## config.mk

```make
export PLATFORM = sky130hd
export DESIGN_NAME = octal_dac_serial_command_decoder
export DESIGN_NICKNAME = d
export VERILOG_FILES = /design/src/dac_cmd_pkg.sv /design/src/channel_bank.sv /design/src/octal_dac_serial_command_decoder.sv
export SDC_FILE = /design/constraint.sdc
export NUM_CORES = 1
export LEC_CHECK = 0
export ABC_AREA = 0
export BUFFER_PORTS_ARGS = -buffer_cell sky130_fd_sc_hd__buf_2
export CAP_MARGIN = 20
export CORE_MARGIN = 8
export CORE_UTILIZATION = 45
export CTS_BUF_LIST = sky130_fd_sc_hd__clkbuf_4 sky130_fd_sc_hd__clkbuf_8
export DETAILED_ROUTE_END_ITERATION = 8
export GPL_TIMING_DRIVEN = 0
export PLACE_DENSITY = 0.76
export SETUP_SLACK_MARGIN = 0.4
export SYNTH_ARGS = -nofsm -noshare
export SYNTH_HDL_FRONTEND = slang
export SYNTH_HIERARCHICAL = 1
export SYNTH_SLANG_ARGS = --single-unit
```

## constraint.sdc

```tcl
create_clock -name mclk_i -period 2.6 [get_ports mclk_i]
set_input_delay 0.13 -clock mclk_i [delete_from_list [all_inputs] [get_ports mclk_i]]
set_output_delay 0.13 -clock mclk_i [all_outputs]
set_load 0.005 [all_outputs]
```

## src/dac_cmd_pkg.sv

```systemverilog
// package: serial command decoder constants and types
package dac_cmd_pkg;

    localparam int          WORD_BITS    = 16;
    localparam int          CHANNELS     = 8;
    localparam int          DATA_BITS    = 8;
    localparam logic [4:0]  BIT_COUNT_RST = 5'h00;
    localparam logic [7:0]  CODE_RST     = 8'h00;
    localparam logic [7:0]  ENABLE_ALL   = 8'hff;
    localparam logic        PHASE_RST    = 1'b0;   // falling-edge phase
    // field positions in the 16-bit word
    localparam int          ADDR_POS     = 11;
    localparam int          CTRL_POS     = 8;
    localparam int          DATA_POS     = 0;

    typedef enum logic [2:0] {
        CTRL_NOP        = 3'h0,
        CTRL_CLEAR      = 3'h1,
        CTRL_SHUTDOWN   = 3'h2,
        CTRL_PHASE      = 3'h3,
        CTRL_LOAD_ALL   = 3'h4,
        CTRL_LOAD_INPUT = 3'h5,
        CTRL_LOAD_BOTH  = 3'h6,
        CTRL_UPDATE     = 3'h7
    } control_type;

    // decoded command word, first two bits dropped
    typedef struct packed {
        logic [2:0]  address;
        control_type control;
        logic [7:0]  data;
    } command_type;

    // power status that leaves the block together
    typedef struct packed {
        logic       shutdown;
        logic       power_down;
        logic [7:0] buffer_enable;
    } power_type;

endpackage : dac_cmd_pkg

```

## src/channel_bank.sv

```systemverilog
// eight-word register bank with per-word write enables and registered read ports
`timescale 1ns/1ps
`default_nettype none
module channel_bank
    import dac_cmd_pkg::*;
(
    // clock and reset
    input  wire logic                          mclk_i,
    input  wire logic                          resetn_i,
    // write side
    input  wire logic [CHANNELS-1:0]           write_i,
    input  wire logic [CHANNELS*DATA_BITS-1:0] wdata_i,
    // read side
    output logic      [CHANNELS*DATA_BITS-1:0] rdata_o
);

    // one register per word, all cleared at reset
    genvar ch;
    generate
        for (ch = 0; ch < CHANNELS; ch++) begin : g_word
            always_ff @(posedge mclk_i or negedge resetn_i) begin
                if (!resetn_i) begin
                    rdata_o[ch*DATA_BITS +: DATA_BITS] <= CODE_RST;
                end else if (write_i[ch]) begin
                    rdata_o[ch*DATA_BITS +: DATA_BITS] <= wdata_i[ch*DATA_BITS +: DATA_BITS];
                end
            end
        end
    endgenerate

endmodule : channel_bank
`default_nettype wire

```

## src/octal_dac_serial_command_decoder.sv

```systemverilog
// serial command decoder for an eight-channel 8-bit converter
//
// Contract
// control 101 loads addressed input register on chip-select rise, outputs kept
// address 000 picks channel A up to 111 for channel H
// control 110 loads addressed input and output register, others kept
// control 111 copies every input register to its output register
// control 000 only shifts the word, no register changes
// host sends farthest device word first, nop to devices left alone
// control 001 zeroes all input and output registers, leaves shutdown
// shutdown ends only on reset, clear, load-all or load-both
// control 010 enters shutdown, zero data bits disable buffers
// shutdown with all data bits zero gives full power-down
// control 011 with address msb 0 selects falling phase, updates outputs
// control 011 with address msb 1 selects rising phase, updates outputs
// phase is latched, changes only on reset or phase command
// control 100 writes same data to all output registers, leaves shutdown
// host may load-all with 00 hex instead of clear
// host may load seven channels then load-both channel H
// first two word bits ignored, rest are address, control, data
// async update low makes output registers follow input registers
// serial output lags 16.5 clocks falling phase, 16 rising phase
// reset clears interface and registers, selects falling phase
// host shifts msb first on rising clock, full 16-bit words
// leaving shutdown re-enables all buffers and drops the mask
`timescale 1ns/1ps
`default_nettype none
module octal_dac_serial_command_decoder
    import dac_cmd_pkg::*;
(
    // clock and reset
    input  wire logic                          mclk_i,
    input  wire logic                          resetn_i,
    // serial link pins
    input  wire logic                          sclk_i,
    input  wire logic                          cs_n_i,
    input  wire logic                          din_i,
    input  wire logic                          async_update_n_i,
    output logic                               dout_o,
    // channel codes, channel A in the low byte
    output logic      [CHANNELS*DATA_BITS-1:0] input_code_o,
    output logic      [CHANNELS*DATA_BITS-1:0] channel_code_o,
    // power and phase status
    output power_type                          power_o,
    output logic                               dout_phase_o
);

    // two-flop synchronisers for the pins
    logic [3:0] pin_meta;
    logic [3:0] pin_sync;
    logic       sclk_prev;
    always_ff @(posedge mclk_i or negedge resetn_i) begin
        if (!resetn_i) begin
            pin_meta  <= 4'ha; // idle levels: select and update high
            pin_sync  <= 4'ha;
            sclk_prev <= 1'b0;
        end else begin
            pin_meta  <= {async_update_n_i, din_i, cs_n_i, sclk_i};
            pin_sync  <= pin_meta;
            sclk_prev <= pin_sync[0];
        end
    end

    // synchronised pin values and edge strobes
    logic sclk_s;
    logic cs_n_s;
    logic din_s;
    logic upd_n_s;
    logic sclk_rise;
    logic sclk_fall;
    logic cs_n_prev;
    logic cs_rise;
    // shift clock edges only count while selected
    assign sclk_s    = pin_sync[0];
    assign cs_n_s    = pin_sync[1];
    assign din_s     = pin_sync[2];
    assign upd_n_s   = pin_sync[3];
    assign sclk_rise = sclk_s & ~sclk_prev & ~cs_n_s;
    assign sclk_fall = ~sclk_s & sclk_prev & ~cs_n_s;
    assign cs_rise   = cs_n_s & ~cs_n_prev;

    // chip select edge history
    always_ff @(posedge mclk_i or negedge resetn_i) begin
        if (!resetn_i) begin
            cs_n_prev <= 1'b1;
        end else begin
            cs_n_prev <= cs_n_s;
        end
    end

    // shift register, msb first on rising shift clock
    logic [WORD_BITS-1:0] shift_word;
    always_ff @(posedge mclk_i or negedge resetn_i) begin
        if (!resetn_i) begin
            shift_word <= '0;
        end else if (sclk_rise) begin
            shift_word <= {shift_word[WORD_BITS-2:0], din_s};
        end
    end

    // serial output: bit 15 on falling edge (16.5 lag) or bit 14 on rising edge (16 lag)
    logic phase_rising;
    always_ff @(posedge mclk_i or negedge resetn_i) begin
        if (!resetn_i) begin
            dout_o <= 1'b0;
        end else if (phase_rising ? sclk_rise : sclk_fall) begin
            dout_o <= phase_rising ? shift_word[WORD_BITS-2] : shift_word[WORD_BITS-1];
        end
    end

    // decode the last word, top two bits dropped
    command_type cmd;
    assign cmd.address = shift_word[ADDR_POS +: 3];
    assign cmd.control = control_type'(shift_word[CTRL_POS +: 3]);
    assign cmd.data    = shift_word[DATA_POS +: DATA_BITS];

    // one-hot channel select from the address field
    function automatic logic [CHANNELS-1:0] channel_select(input logic [2:0] addr);
        channel_select = 8'h01 << addr;
    endfunction : channel_select

    // write strobes and data for both banks
    logic [CHANNELS-1:0]           next_input_write;
    logic [CHANNELS-1:0]           next_output_write;
    logic [CHANNELS*DATA_BITS-1:0] next_input_data;
    logic [CHANNELS*DATA_BITS-1:0] next_output_data;
    logic [CHANNELS*DATA_BITS-1:0] input_bank;
    always_comb begin
        next_input_write  = '0;
        next_output_write = '0;
        next_input_data   = {CHANNELS{cmd.data}};
        next_output_data  = input_bank;
        if (cs_rise) begin
            unique case (cmd.control)
                CTRL_NOP: begin
                    next_input_write = '0;
                end
                CTRL_CLEAR: begin
                    next_input_write  = ENABLE_ALL;
                    next_output_write = ENABLE_ALL;
                    next_input_data   = '0;
                    next_output_data  = '0;
                end
                CTRL_SHUTDOWN: begin
                    next_input_write = '0;
                end
                CTRL_PHASE, CTRL_UPDATE: begin
                    next_output_write = ENABLE_ALL;
                end
                CTRL_LOAD_ALL: begin
                    next_output_write = ENABLE_ALL;
                    next_output_data  = {CHANNELS{cmd.data}};
                end
                CTRL_LOAD_INPUT: begin
                    next_input_write = channel_select(cmd.address);
                end
                CTRL_LOAD_BOTH: begin
                    next_input_write  = channel_select(cmd.address);
                    next_output_write = channel_select(cmd.address);
                    next_output_data  = {CHANNELS{cmd.data}};
                end
            endcase
        end
        // transparent outputs while async update is low, follow inputs a cycle later
        if (!upd_n_s && next_output_write == '0) begin
            next_output_write = ENABLE_ALL;
        end
    end

    // input register bank
    channel_bank input_regs (
        .mclk_i   (mclk_i),
        .resetn_i (resetn_i),
        .write_i  (next_input_write),
        .wdata_i  (next_input_data),
        .rdata_o  (input_bank)
    );

    // output register bank
    channel_bank output_regs (
        .mclk_i   (mclk_i),
        .resetn_i (resetn_i),
        .write_i  (next_output_write),
        .wdata_i  (next_output_data),
        .rdata_o  (channel_code_o)
    );

    // input codes leave straight from the bank registers
    assign input_code_o = input_bank;

    // phase latch, falling edge after reset
    always_ff @(posedge mclk_i or negedge resetn_i) begin
        if (!resetn_i) begin
            phase_rising <= PHASE_RST;
        end else if (cs_rise && cmd.control == CTRL_PHASE) begin
            phase_rising <= cmd.address[2];
        end
    end
    // phase status leaves straight from its flop
    assign dout_phase_o = phase_rising;

    // shutdown state and buffer mask
    always_ff @(posedge mclk_i or negedge resetn_i) begin
        if (!resetn_i) begin
            power_o <= '{shutdown: 1'b0, power_down: 1'b0, buffer_enable: ENABLE_ALL};
        end else if (cs_rise) begin
            unique case (cmd.control)
                CTRL_SHUTDOWN: begin
                    power_o <= '{shutdown: 1'b1, power_down: (cmd.data == '0),
                                 buffer_enable: cmd.data};
                end
                CTRL_CLEAR, CTRL_LOAD_ALL, CTRL_LOAD_BOTH: begin
                    power_o <= '{shutdown: 1'b0, power_down: 1'b0, buffer_enable: ENABLE_ALL};
                end
                CTRL_NOP, CTRL_PHASE, CTRL_UPDATE, CTRL_LOAD_INPUT: begin
                    power_o <= power_o;
                end
            endcase
        end
    end

endmodule : octal_dac_serial_command_decoder
`default_nettype wire

```

* After elaboration in Yosys (flattened, before gate mapping)
Cells that the tools add are included.
Operators by class: eq/ne operators 7, shift-type cells 1, mux-type cells 12, bitwise operators 10, reduce and logical (&&, ||, !) cells 12
Operator list (number):
- $mux W64 | 3
- $pmux W64 S2 | 1
- $pmux W8 S2 | 2
- $mux W8 | 3
- $pmux W10 S2 | 1
- $logic_not A8 Y1 | 2
- $eq A3 B3 Y1 const B | 4
- $reduce_or A4 Y1 | 2
- $shl A1 B3 Y8 const A | 1
- $eq A3 B2 Y1 const B | 2
- $and A1 B1 Y1 | 5
- $not A1 Y1 | 5
- $reduce_or A2 Y1 | 2
- $eq A3 B1 Y1 const B | 1
- $logic_not A3 Y1 | 1
- $reduce_or A3 Y1 | 1
- $logic_and A1 B1 Y1 | 2
- $mux W1 | 2
- $reduce_and A2 Y1 | 1
- $logic_not A1 Y1 | 1
Word-level totals: register bits after elaboration 166, input bits 6, output and inout bits 140, logic and storage cells 68

* Logic depth before layout (Yosys ltp)
Gate-level depths: netlist of run 1.
depth in word-level cells 7, depth in mapped cells 8, depth with buffers taken out 5

* Modules after synthesis
The synthesis of run 1 kept the hierarchy.
Modules (own cells, without submodules):
- channel_bank | instances 2, cells an instance 136, area an instance 2652.5 µm², sequential area each 1601.5 µm²
- octal_dac_serial_command_decoder | instances 1, cells an instance 294, area an instance 2319.7 µm², sequential area each 967.2 µm²

* Least setup slack after synthesis of run 1
Ideal clock, no wire load.
kind reg2reg, from register shift_word[8], to register output_regs.rdata_o[0], library setup time 0.125 ns, data arrival time 1.838 ns, required time 2.475 ns, slack 0.637 ns, cell stages (with the launch flop) 9, buffers on the path 3, clock period less this slack 1.963 ns, path through dfrtp_1 buf_2 and3b_1 clkbuf_1 nor2b_1 a21oi_1 o21ai_0 buf_6 mux2_4
On the way: longest elaborated chain between the ends 7, elaborated cells on any way between the ends 14, classes of those cells 5 x eq/ne; 5 x mux; 4 x reduce/logical
Ends and longest elaborated chain:
- start: declaration | line octal_dac_serial_command_decoder.sv:92 | logic [WORD_BITS-1:0] shift_word;
- start signal: assignment | line octal_dac_serial_command_decoder.sv:97 | shift_word <= {shift_word[WORD_BITS-2:0], din_s};
- $eq A3 B2 Y1, or another cell as far along | line octal_dac_serial_command_decoder.sv:134 | unique case (cmd.control)
- $reduce_or A4 Y1 (no line)
- $pmux W8 S2 (*) | line octal_dac_serial_command_decoder.sv:134
- $mux W8 (*) | line octal_dac_serial_command_decoder.sv:133 | if (cs_rise) begin
- $logic_not A8 Y1 | line octal_dac_serial_command_decoder.sv:165 | if (!upd_n_s && next_output_write == '0) begin
- $logic_and A1 B1 Y1 | line octal_dac_serial_command_decoder.sv:165
- $mux W8 (*) | line octal_dac_serial_command_decoder.sv:165
- named net next_output_write[0] | line octal_dac_serial_command_decoder.sv:124 | logic [CHANNELS-1:0] next_output_write;
- end signal: indexed assignment | line channel_bank.sv:25 | rdata_o[ch*DATA_BITS +: DATA_BITS] <= wdata_i[ch*DATA_BITS +: DATA_BITS];
- end: declaration | line channel_bank.sv:14 | output logic [CHANNELS*DATA_BITS-1:0] rdata_o
Mark *: on every way through the listed nets, which the timed path passes. The rest lies on a longest branch. A chain may end at the register's enable or synchronous reset.

* Worst setup path after layout of run 1
from register shift_word[8], to register output_regs.rdata_o[39]
Same word-level chain as after synthesis.

==> flow_summary.ini, run 1 <==
[status]
status = finished clean

[worst_setup_path]
crit_fanout = 10
slowest_stage = dfrtp_1
critPathBufInv = 2
r2r_slack_ns = 0.52
setup.worst_path.class = flip-flop to flip-flop
crit_path_start_kind = flip-flop
worst_path_largest_cell_delay_ns = 0.35
cp_data_arrival_time_ns = 2.42
crit_chain = buf_2 > nor2b_1 > a21oi_1 > o21bai_2 > o21ai_0 > buf_6 > mux2_4
required_ns = 2.94
worstSetupEndpointType = flip-flop
reg2regPathDepth = 7
worstReg2RegStart = shift_word[8]$_DFFE_PN0P_
critPathTopFamily = compound AO/OA/AOI/OAI gates
rr_endpoint = output_regs/rdata_o[39]$_DFFE_PN0P_

[clocking]
worstSkewPairLatency_ns = 0.46
cts_tree = built
clk_pin_slew_worst_paths_ns = 0.08
cts_made_buffers = 17
cts_setup_buffers = 0
cts.htree.levels = 4
clk_path_buf_depth = 2
cts-root-buf = clkbuf_8
clkSinkCount = 166

[layout]
final_common_cell = dfrtp_1
nets = 742
n_antenna_cell = 0
drive_gt1_share_pct = 51.3
fin_cells = 969
syn2layout_area_growth_pct = 20.9
final_cell_mix = dfrtp_1 (153), buf_2 (151), nand2_1 (133), mux2_4 (128), buf_6 (18)

[die]
ios = 146
initial_core_util_pct = 46.0
die_h_um = 146
dieArea_um2 = 21400
dieWidth_um = 146
rows = 47
coreArea_um2 = 16600

[yosys]
synthDominantCellAreaShare_pct = 50.2
yosysTopAreaCell = dfrtp_1
ys.warnings.count = 6
netlist_top_cells_area = dfrtp_1 (50%), mux2_4 (25%), nand2_1 (6.8%), dfstp_2 (4.5%), buf_6 (2.7%)
ys.flop_type = dfrtp_1
synthesis.area_um2 = 7620
ys_ff_latch = 166
synth_edf_count = 0
synth_cell_types = 38
synthArstFlopShare_pct = 100
synth_area_per_cell_um2 = 13.5
syn-num-nets = 572
yosysSeqAreaShare_pct = 54.7
synthCells = 566

[timing]
rsz0062_at_grt = false
whs_ns = 0.232
timing.fmax_mhz = 481
setup-violations-final = 0
fin_skew_ns = 0.0162
finalMaxSlewViolations = 0
tightest_slew_ns = 0.625
fin_crit_ns = 2.08
hold_violations = 0
relSlewSlack_pct = 58.4
finalCritPeriodShare_pct = 79.9

[detailed_routing]
drt-total-wl_um = 20000
num_vias = 4922
drc_errors = 0
drt_iter0_drc = 317
drtAntennaViolNets = 0
via_per_inst = 5.08
dr.pass1.iters = 4
wl_per_cell_um = 20.6

[grt]
grt.total_usage_pct = 18.9
grt_antenna_before_repair = 0
overflow = 0
first_global_vias = 5120
grt_pass1_wl_um = 31200
grt_max_degree = 88

[placed_design]
finalWeightedCongestion = 0.873
portBuffers = 145
dp.cells = 932
dpl.hpwl_um = 13500

[pwr]
p_leak_nw = 5.14
ir_drop_mv = 0.500
powerDensity_nw_per_um2 = 845

[min_path]
min_path_type = primary input to asynchronous set/reset pin

[job]
drv_cap = 0
## flip-flops by register name, indices dropped and copies added (netlist names)
register / cells
input_regs/rdata_o: 64
output_regs/rdata_o: 64
sclk_prev: 1
dout_phase_o: 1
pin_meta: 4
pin_sync: 4
cs_n_prev: 1
power_o: 10
shift_word: 16
dout_o: 1
## routing by layer
layer	vias up	global-route usage (%)	part of all wire, %
met5	-	0	0
met4	0	6.80	2.4
met3	28	5.93	6.5
met2	136	30.0	47
met1	2499	23.9	44
li1	2259	-	-
## worst max path at each step
stage / start / cells past startpoint / to / slack (ns)
after floorplan: shift_word[8]$_DFFE_PN0P_ / 8 / output_regs/rdata_o[0]$_DFFE_PN0P_ / 0.64
after global placement: resetn_i / 1 / output_regs/rdata_o[45]$_DFFE_PN0P_ / -1.11
after detailed placement: shift_word[8]$_DFFE_PN0P_ / 8 / output_regs/rdata_o[2]$_DFFE_PN0P_ / 0.34
after CTS: shift_word[8]$_DFFE_PN0P_ / 8 / output_regs/rdata_o[12]$_DFFE_PN0P_ / 0.40
after global routing: shift_word[10]$_DFFE_PN0P_ / 7 / output_regs/rdata_o[57]$_DFFE_PN0P_ / 0.40
final: shift_word[8]$_DFFE_PN0P_ / 7 / output_regs/rdata_o[39]$_DFFE_PN0P_ / 0.52
## through the flow
| stage | cell area [µm²] | power (mW) | TNS (ns) | util, % | setup slack [ns] |
|---|---|---|---|---|---|
| floorplan | 7620 | 4.83 | 0 | - | 0.637 |
| global placement | 8630 | 5.71 | -170.08 | 52.0 | -1.11 |
| detailed placement | 8660 | 5.79 | 0 | 52.2 | 0.339 |
| CTS | 9140 | 7.81 | 0 | 55.1 | 0.404 |
| global route | 9220 | 8.20 | 0 | 55.6 | 0.397 |
| finish | 9220 | 7.78 | 0 | 55.6 | 0.522 |
## Yosys cell counts (all sizes together) (3+ instances only)
cell,number
a21oi,7
a31oi,3
and2,9
buf,24
clkbuf,11
dfrtp,153
dfstp,13
mux2,145
nand2,138
nand2b,5
nor2,5
nor2b,6
o21ai,16
o22a,8
## what timing repair did
action,in CTS,in global routing
endpoints found under the hold margin,70,0
resized for setup,4,26
hold buffers,5,0
setup endpoints to repair,42,128
gates cloned,0,0
## area by class of cell
cell class | count | area (µm²)
clock buffer | 21 | 264
tap | 220 | 275
sequential | 166 | 4170
clock inverter | 11 | 160
inverter | 2 | 7.51
multi-input combinational | 363 | 3250
fill | 1416 | 7370
buffer | 35 | 279
timing repair buffer | 151 | 813
## logic make-up (layout without fill, tap and decap cells)
group | count (synthesis) | after routing | share of synthesized area (%)
muxes | 146 | 146 | 27.8
DFF | 166 | 166 | 54.7
xor gates and xnor gates | 2 | 2 | 0.230
AOI/OAI and AO/OA | 40 | 40 | 3.59
and+or+nand+nor | 175 | 175 | 9.94
buffers and inverters | 37 | 220 | 3.69
## report_power, final
part / leakage, nW / internal [mW] / switching, mW
Combinational: 2.69 / 1.20 / 1.05
Clock: 0.217 / 1.08 / 0.933
Sequential: 2.23 / 3.11 / 0.410
Power figures use the tool's default switching activity.
==> run 2, diff against run 1 <==
Clock period 2.6 ns to 2.2 ns, I/O delays scaled along.
==> run 2 against run 1 <==
Net effect:
- die area did not move
- largest power group unchanged
- clock power up 13%
- sequential share of layout area fell by 2.8 points
- via count up 2.9%
- combinational power rose by 32%
==> flow_summary.ini, run 2 (synthesis results as in run 1) <==
[min_path]
min_path_type = primary input to asynchronous set/reset pin

[detailed_routing]
wl_per_cell_um = 20.9
via_per_inst = 5.10
drt_iter0_drc = 234
num_vias = 5066
dr.pass1.iters = 4
drc_errors = 0
drt-total-wl_um = 20800
drtAntennaViolNets = 0

[layout]
fin_area_um2 = 9830
syn2layout_area_growth_pct = 28.9
reg_top3 = input_regs/rdata_o (64), output_regs/rdata_o (64), shift_word (16)
n_antenna_cell = 0
fin_util_pct = 59.3
nets = 766
final_cell_mix = dfrtp_1 (153), buf_2 (148), nand2_1 (130), mux2_4 (128), clkbuf_8 (24)
final_common_cell = dfrtp_1
drive_gt1_share_pct = 57.6

[job]
drv_cap = 0

[die]
dieWidth_um = 146
ios = 146
rows = 47
dieArea_um2 = 21400
coreArea_um2 = 16600
die_h_um = 146
initial_core_util_pct = 46.0

[worst_setup_path]
crit_path_start_kind = flip-flop
cp_data_arrival_time_ns = 2.31
crit_fanout = 8
required_ns = 2.54
slowest_stage = dfstp_2
setup.worst_path.class = flip-flop to flip-flop
critPathBufInv = 2
worstSetupEndpointType = flip-flop
crit_chain = nand2b_4 > or3_4 > clkbuf_16 > o31ai_4 > buf_6 > mux2_4
critPathTopFamily = flip-flops
worst_path_largest_cell_delay_ns = 0.58

[pwr]
p_clk_share_pct = 24.1
power.share.switching_pct = 31.0
seqPwrFrac_pct = 44.3
powerDensity_nw_per_um2 = 960
p_leak_nw = 5.47
p_switching_mw = 2.93
internal_power_mw = 6.51
ir_drop_mv = 0.700
p_comb_share_pct = 31.6

[timing]
rsz0062_at_grt = true
setup-violations-final = 0
finalMaxSlewViolations = 0
tightest_slew_ns = 0.599
timing.fmax_mhz = 507
relSlewSlack_pct = 60.1
whs_ns = 0.192
finalCritPeriodShare_pct = 89.7
hold_violations = 0
fin_skew_ns = 0.0150
fin_crit_ns = 1.97

[status]
status = finished clean

[placed_design]
finalWeightedCongestion = 0.841
place_area_um2 = 8750
dpl.hpwl_um = 13600
portBuffers = 145

[clocking]
cts-root-buf = clkbuf_8
clkSinkCount = 166
cts_made_buffers = 17
cts_tree = built
worstSkewPairLatency_ns = 0.46
clk_path_buf_depth = 2
cts.htree.levels = 4
clk_pin_slew_worst_paths_ns = 0.09

[grt]
grt_max_degree = 91
grt.total_usage_pct = 19.5
first_global_vias = 5348
grt_antenna_before_repair = 0
overflow = 0
grt_pass1_wl_um = 32100
run 2: changes by cell type in the layout (fill, tap and decap cells not counted), moves of 5 or more:
cell | before | now
buf_4 | 0 | 15
o21ai_0 | 12 | 1
nand2_4 | 0 | 8
clkbuf_8 | 17 | 24
o21ai_2 | 2 | 9
buf_8 | 1 | 7
a21oi_1 | 7 | 2
clkbuf_1 | 6 | 1
nand2_2 | 5 | 0
o21ai_4 | 1 | 6
run 2: final timing paths:
path / startpoint / end / slack, ns / depth (start not counted)
max in group asynchronous: resetn_i / input_regs/rdata_o[39]$_DFFE_PN0P_ / 1.18 / 3
min: resetn_i / power_o[9]$_DFFE_PN0P_ / 0.19 / 2
min reg2reg: pin_meta[0]$_DFF_PN0_ / pin_sync[0]$_DFF_PN0_ / 0.35 / 0
min in group mclk_i: async_update_n_i / pin_meta[3]$_DFF_PN1_ / 0.29 / 2
max reg2reg: pin_sync[1]$_DFF_PN1_ / input_regs/rdata_o[1]$_DFFE_PN0P_ / 0.23 / 6
max: pin_sync[1]$_DFF_PN1_ / input_regs/rdata_o[1]$_DFFE_PN0P_ / 0.23 / 6
run 2: per-stage QoR:
stage / total power, mW / TNS (ns) / instances / setup slack [ns]
floorplan: 5.74 / 0 / 566 / 0.371
global placement: 6.79 / -232.06 / 931 / -1.49
detailed placement: 6.88 / 0 / 932 / 0.00328
CTS: 9.42 / 0 / 990 / 0.255
global route: 9.92 / 0 / 993 / 0.179
finish: 9.43 / 0 / 993 / 0.227
run 2: what timing repair did:
item	CTS	global route
setup buffers	19	3
pin swaps	12	13
endpoints found under the setup margin	129	148
resized for setup	79	26
hold endpoints to repair	80	0
gates cloned	2	0
hold buffers	5	0
run 2: power groups by stage:
stage	sequential, mW	clock [mW]	combinational, mW
2_1_floorplan	4.15	0	1.59
3_3_place_gp	4.18	0	2.62
3_5_place_dp	4.19	0	2.68
4_1_cts	4.17	2.33	2.92
5_1_grt	4.26	2.45	3.20
6_report	4.18	2.27	2.98
run 2: cell type report:
class,instances,area (µm²)
inverters,2,7.51
multi-input cells,363,3510
repair buffers,175,1060
well taps,220,275
flip-flops and latches,166,4170
fillers,1328,6760
plain buffers,35,399
clock buffers,22,278
clock inverters,10,133
run 2: routing by layer:
layer	GRT usage, %	vias up	part of all wire [%]
met2	31.4	172	48
met3	5.87	36	6.6
met4	8.71	0	4.1
met1	23.8	2553	41
met5	0	-	0
li1	-	2305	-
run 2: worst register-to-register path: stages, from the launching register on:
cell       delay [ns]
dfstp_2          0.58
nand2b_4         0.06
or3_4            0.45
clkbuf_16        0.20
o31ai_4          0.06
buf_6            0.19
mux2_4           0.31
==> run 3, diff against run 2 <==
Settings changed: ABC_AREA 0 to 1.
==> run 3 against run 2 <==
Net effect:
- non-clock buffer count increased by 9
- worst setup slack improved by 0.048 ns
- combinational power decreased by 42%
- global-route usage increased by 2.1 points
- final cell count increased by 36%
- wire length increased by 8.5%
- maximum frequency increased by 2.5%
- flip-flop and latch count unchanged
- largest power group unchanged
==> flow_summary.ini, run 3 <==
[status]
status = finished clean

[timing]
setup-violations-final = 0
finalMaxSlewViolations = 0
fin_crit_ns = 1.92
relSlewSlack_pct = 56.2
tightest_slew_ns = 0.657
timing.fmax_mhz = 520
rsz0062_at_grt = true
hold_violations = 0
layout_setup_ws_ns = 0.275
finalCritPeriodShare_pct = 87.5
fin_skew_ns = 0.0121

[die]
die_h_um = 143
ios = 146
dieWidth_um = 143
coreArea_um2 = 15800
rows = 46
initial_core_util_pct = 45.9
dieArea_um2 = 20500

[clocking]
clk_path_buf_depth = 2
cts.htree.levels = 4
worstSkewPairLatency_ns = 0.46
clkSinkCount = 166
cts_tree = built
clk_pin_slew_worst_paths_ns = 0.09
cts-root-buf = clkbuf_8
cts_made_buffers = 17

[yosys]
ys_ff_latch = 166
synthArstFlopShare_pct = 100
synth_edf_count = 0
synthDominantCellAreaShare_pct = 52.7
yosysSeqAreaShare_pct = 57.4
netlist_top_cells_area = dfrtp_1 (53%), nand2_1 (29%), dfstp_2 (4.7%), buf_6 (3.4%), nor2_1 (1.8%)
syn-num-nets = 914
ys.warnings.count = 6
yosysTopAreaCell = dfrtp_1
synth_area_per_cell_um2 = 8.00
synthCells = 908
synth_most_common_cell = nand2_1
synthesis.area_um2 = 7270
synth_cell_types = 23
ys.flop_type = dfrtp_1
synth.top_cells.by_count = nand2_1 (562), dfrtp_1 (153), nor2_1 (35)

[detailed_routing]
drt-total-wl_um = 22600
highest_layer = met4
wl_met1_um = 9350
dr.pass1.iters = 5
drtAntennaViolNets = 0
drc_errors = 0
wl_per_cell_um = 16.7
wl_met2_um = 10900
wl_met3_um = 1640
via_per_inst = 4.97
drt_iter0_drc = 498
num_vias = 6704

[worst_setup_path]
crit_top_cell = nand2_1
setup.worst_path.class = flip-flop to flip-flop
slowest_stage = dfrtp_2
worstSetupEndpointType = flip-flop
crit_path_start_kind = flip-flop
worst_path_largest_cell_delay_ns = 0.47
crit_fanout = 8
critPathBufInv = 4
crit_chain = inv_4 > nand3_1 > nand2_1 > nand2_1 > nand3_2 > inv_2 > nand3_4 > nand2_2 > buf_6 > buf_4 > nand2_1 > nand2_1
cp_data_arrival_time_ns = 2.28
required_ns = 2.56
critPathTopFamily = simple AND/OR/NAND/NOR gates

[placed_design]
finalWeightedCongestion = 0.925
post-place-ws_ns = -0.0122
dpl.hpwl_um = 14100
place_area_um2 = 8300
portBuffers = 145

[pwr]
p_leak_nw = 5.79
powerDensity_nw_per_um2 = 818
ir_drop_mv = 0.499

[grt]
grt_max_degree = 93
first_global_vias = 6300
overflow = 0
grt.total_usage_pct = 21.6
grt_pass1_wl_um = 33900
grt_antenna_before_repair = 0

[min_path]
min_path_type = primary input to asynchronous set/reset pin

[layout]
multi_input_area_um2 = 3220
reg_top3 = input_regs/rdata_o (64), output_regs/rdata_o (64), shift_word (16)
syn2layout_area_growth_pct = 35.2
nets = 1125
n_antenna_cell = 0
final_common_cell = nand2_1
drive_gt1_share_pct = 35.0
fillers = 1341
seqCellArea_um2 = 4170
fin_area_um2 = 9820
final_cell_mix = nand2_1 (502), dfrtp_1 (150), buf_2 (149), nand2_2 (47)

[job]
drv_cap = 0
-- run 3: cell count changes after synthesis, sizes merged, moves of 4 or more --
| cell | before | now |
|---|---|---|
| nand2 | 138 | 565 |
| mux2 | 145 | 1 |
| inv | 2 | 44 |
| nor2 | 5 | 37 |
| nand3 | 1 | 23 |
| and2 | 9 | 0 |
| o22a | 8 | 0 |
| clkbuf | 11 | 4 |
| a21oi | 7 | 13 |
| nor2b | 6 | 0 |
| nand2b | 5 | 0 |
| o21ai | 16 | 20 |
-- run 3: worst paths after layout --
kind                                           start                                   to  slack [ns]  cells after the start
max                        shift_word[8]$_DFFE_PN0P_  output_regs/rdata_o[57]$_DFFE_PN0P_        0.28                     12
min                                         resetn_i   input_regs/rdata_o[48]$_DFFE_PN0P_        0.21                      2
max reg2reg                shift_word[8]$_DFFE_PN0P_  output_regs/rdata_o[57]$_DFFE_PN0P_        0.28                     12
min reg2reg                    pin_meta[2]$_DFF_PN0_                pin_sync[2]$_DFF_PN0_        0.35                      0
max in group asynchronous                   resetn_i                pin_sync[3]$_DFF_PN1_        1.13                      3
min in group mclk_i                           sclk_i                pin_meta[0]$_DFF_PN0_        0.29                      2
-- run 3: cell type report --
| cell class | instances | area share (%) |
|---|---|---|
| sequential | 166 | 42.5 |
| multi-input combinational | 671 | 32.8 |
| timing repair buffer | 191 | 11.7 |
| buffer | 28 | 3.06 |
| clock buffer | 21 | 2.81 |
| tap | 216 | 2.75 |
| inverter | 44 | 2.43 |
| clock inverter | 11 | 2.00 |
-- run 3: power by group --
group          total, mW  internal (mW)  switching (mW)
Combinational       1.72          0.669            1.06
Clock               2.57           1.44            1.13
Sequential          3.73           3.45           0.281
Total               8.03           5.56            2.47
-- run 3: routing by layer --
metal / GRT usage (%) / vias to the layer above
li1: - / 3206
met1: 27.7 / 3208
met2: 34.9 / 241
met3: 4.41 / 49
met4: 9.12 / 0
met5: 0 / -
-- run 3: cells by family (layout without fill, tap and decap cells) --
group           Yosys count  count (layout)  share of synthesized area (%)
simple gates            629             630                           33.2
compound gates           40              40                           3.22
buf+inv                  72             295                           6.04
mux                       1               1                          0.155
flops                   166             166                           57.4
-- run 3: repair_timing --
item / in CTS / in global routing
buffers inserted: 16 / 19
hold buffers: 5 / 0
setup endpoints to repair: 128 / 138
gates resized for setup: 49 / 151
hold endpoints to repair: 78 / 0
gates cloned: 6 / 0
pin swaps: 12 / 31
-- run 3: stage by stage --
stage,hold slack (ns),utilization [%],TNS [ns],std cells,total power [mW]
after floorplan,-0.186,-,0,908,4.49
after global placement,0.215,52.2,-233.79,1269,5.16
after detailed placement,0.128,52.4,-0.0122,1270,5.21
after CTS,0.203,58.0,0,1329,7.91
after global routing,0.243,62.1,0,1348,8.41
final,0.213,62.1,0,1348,8.03
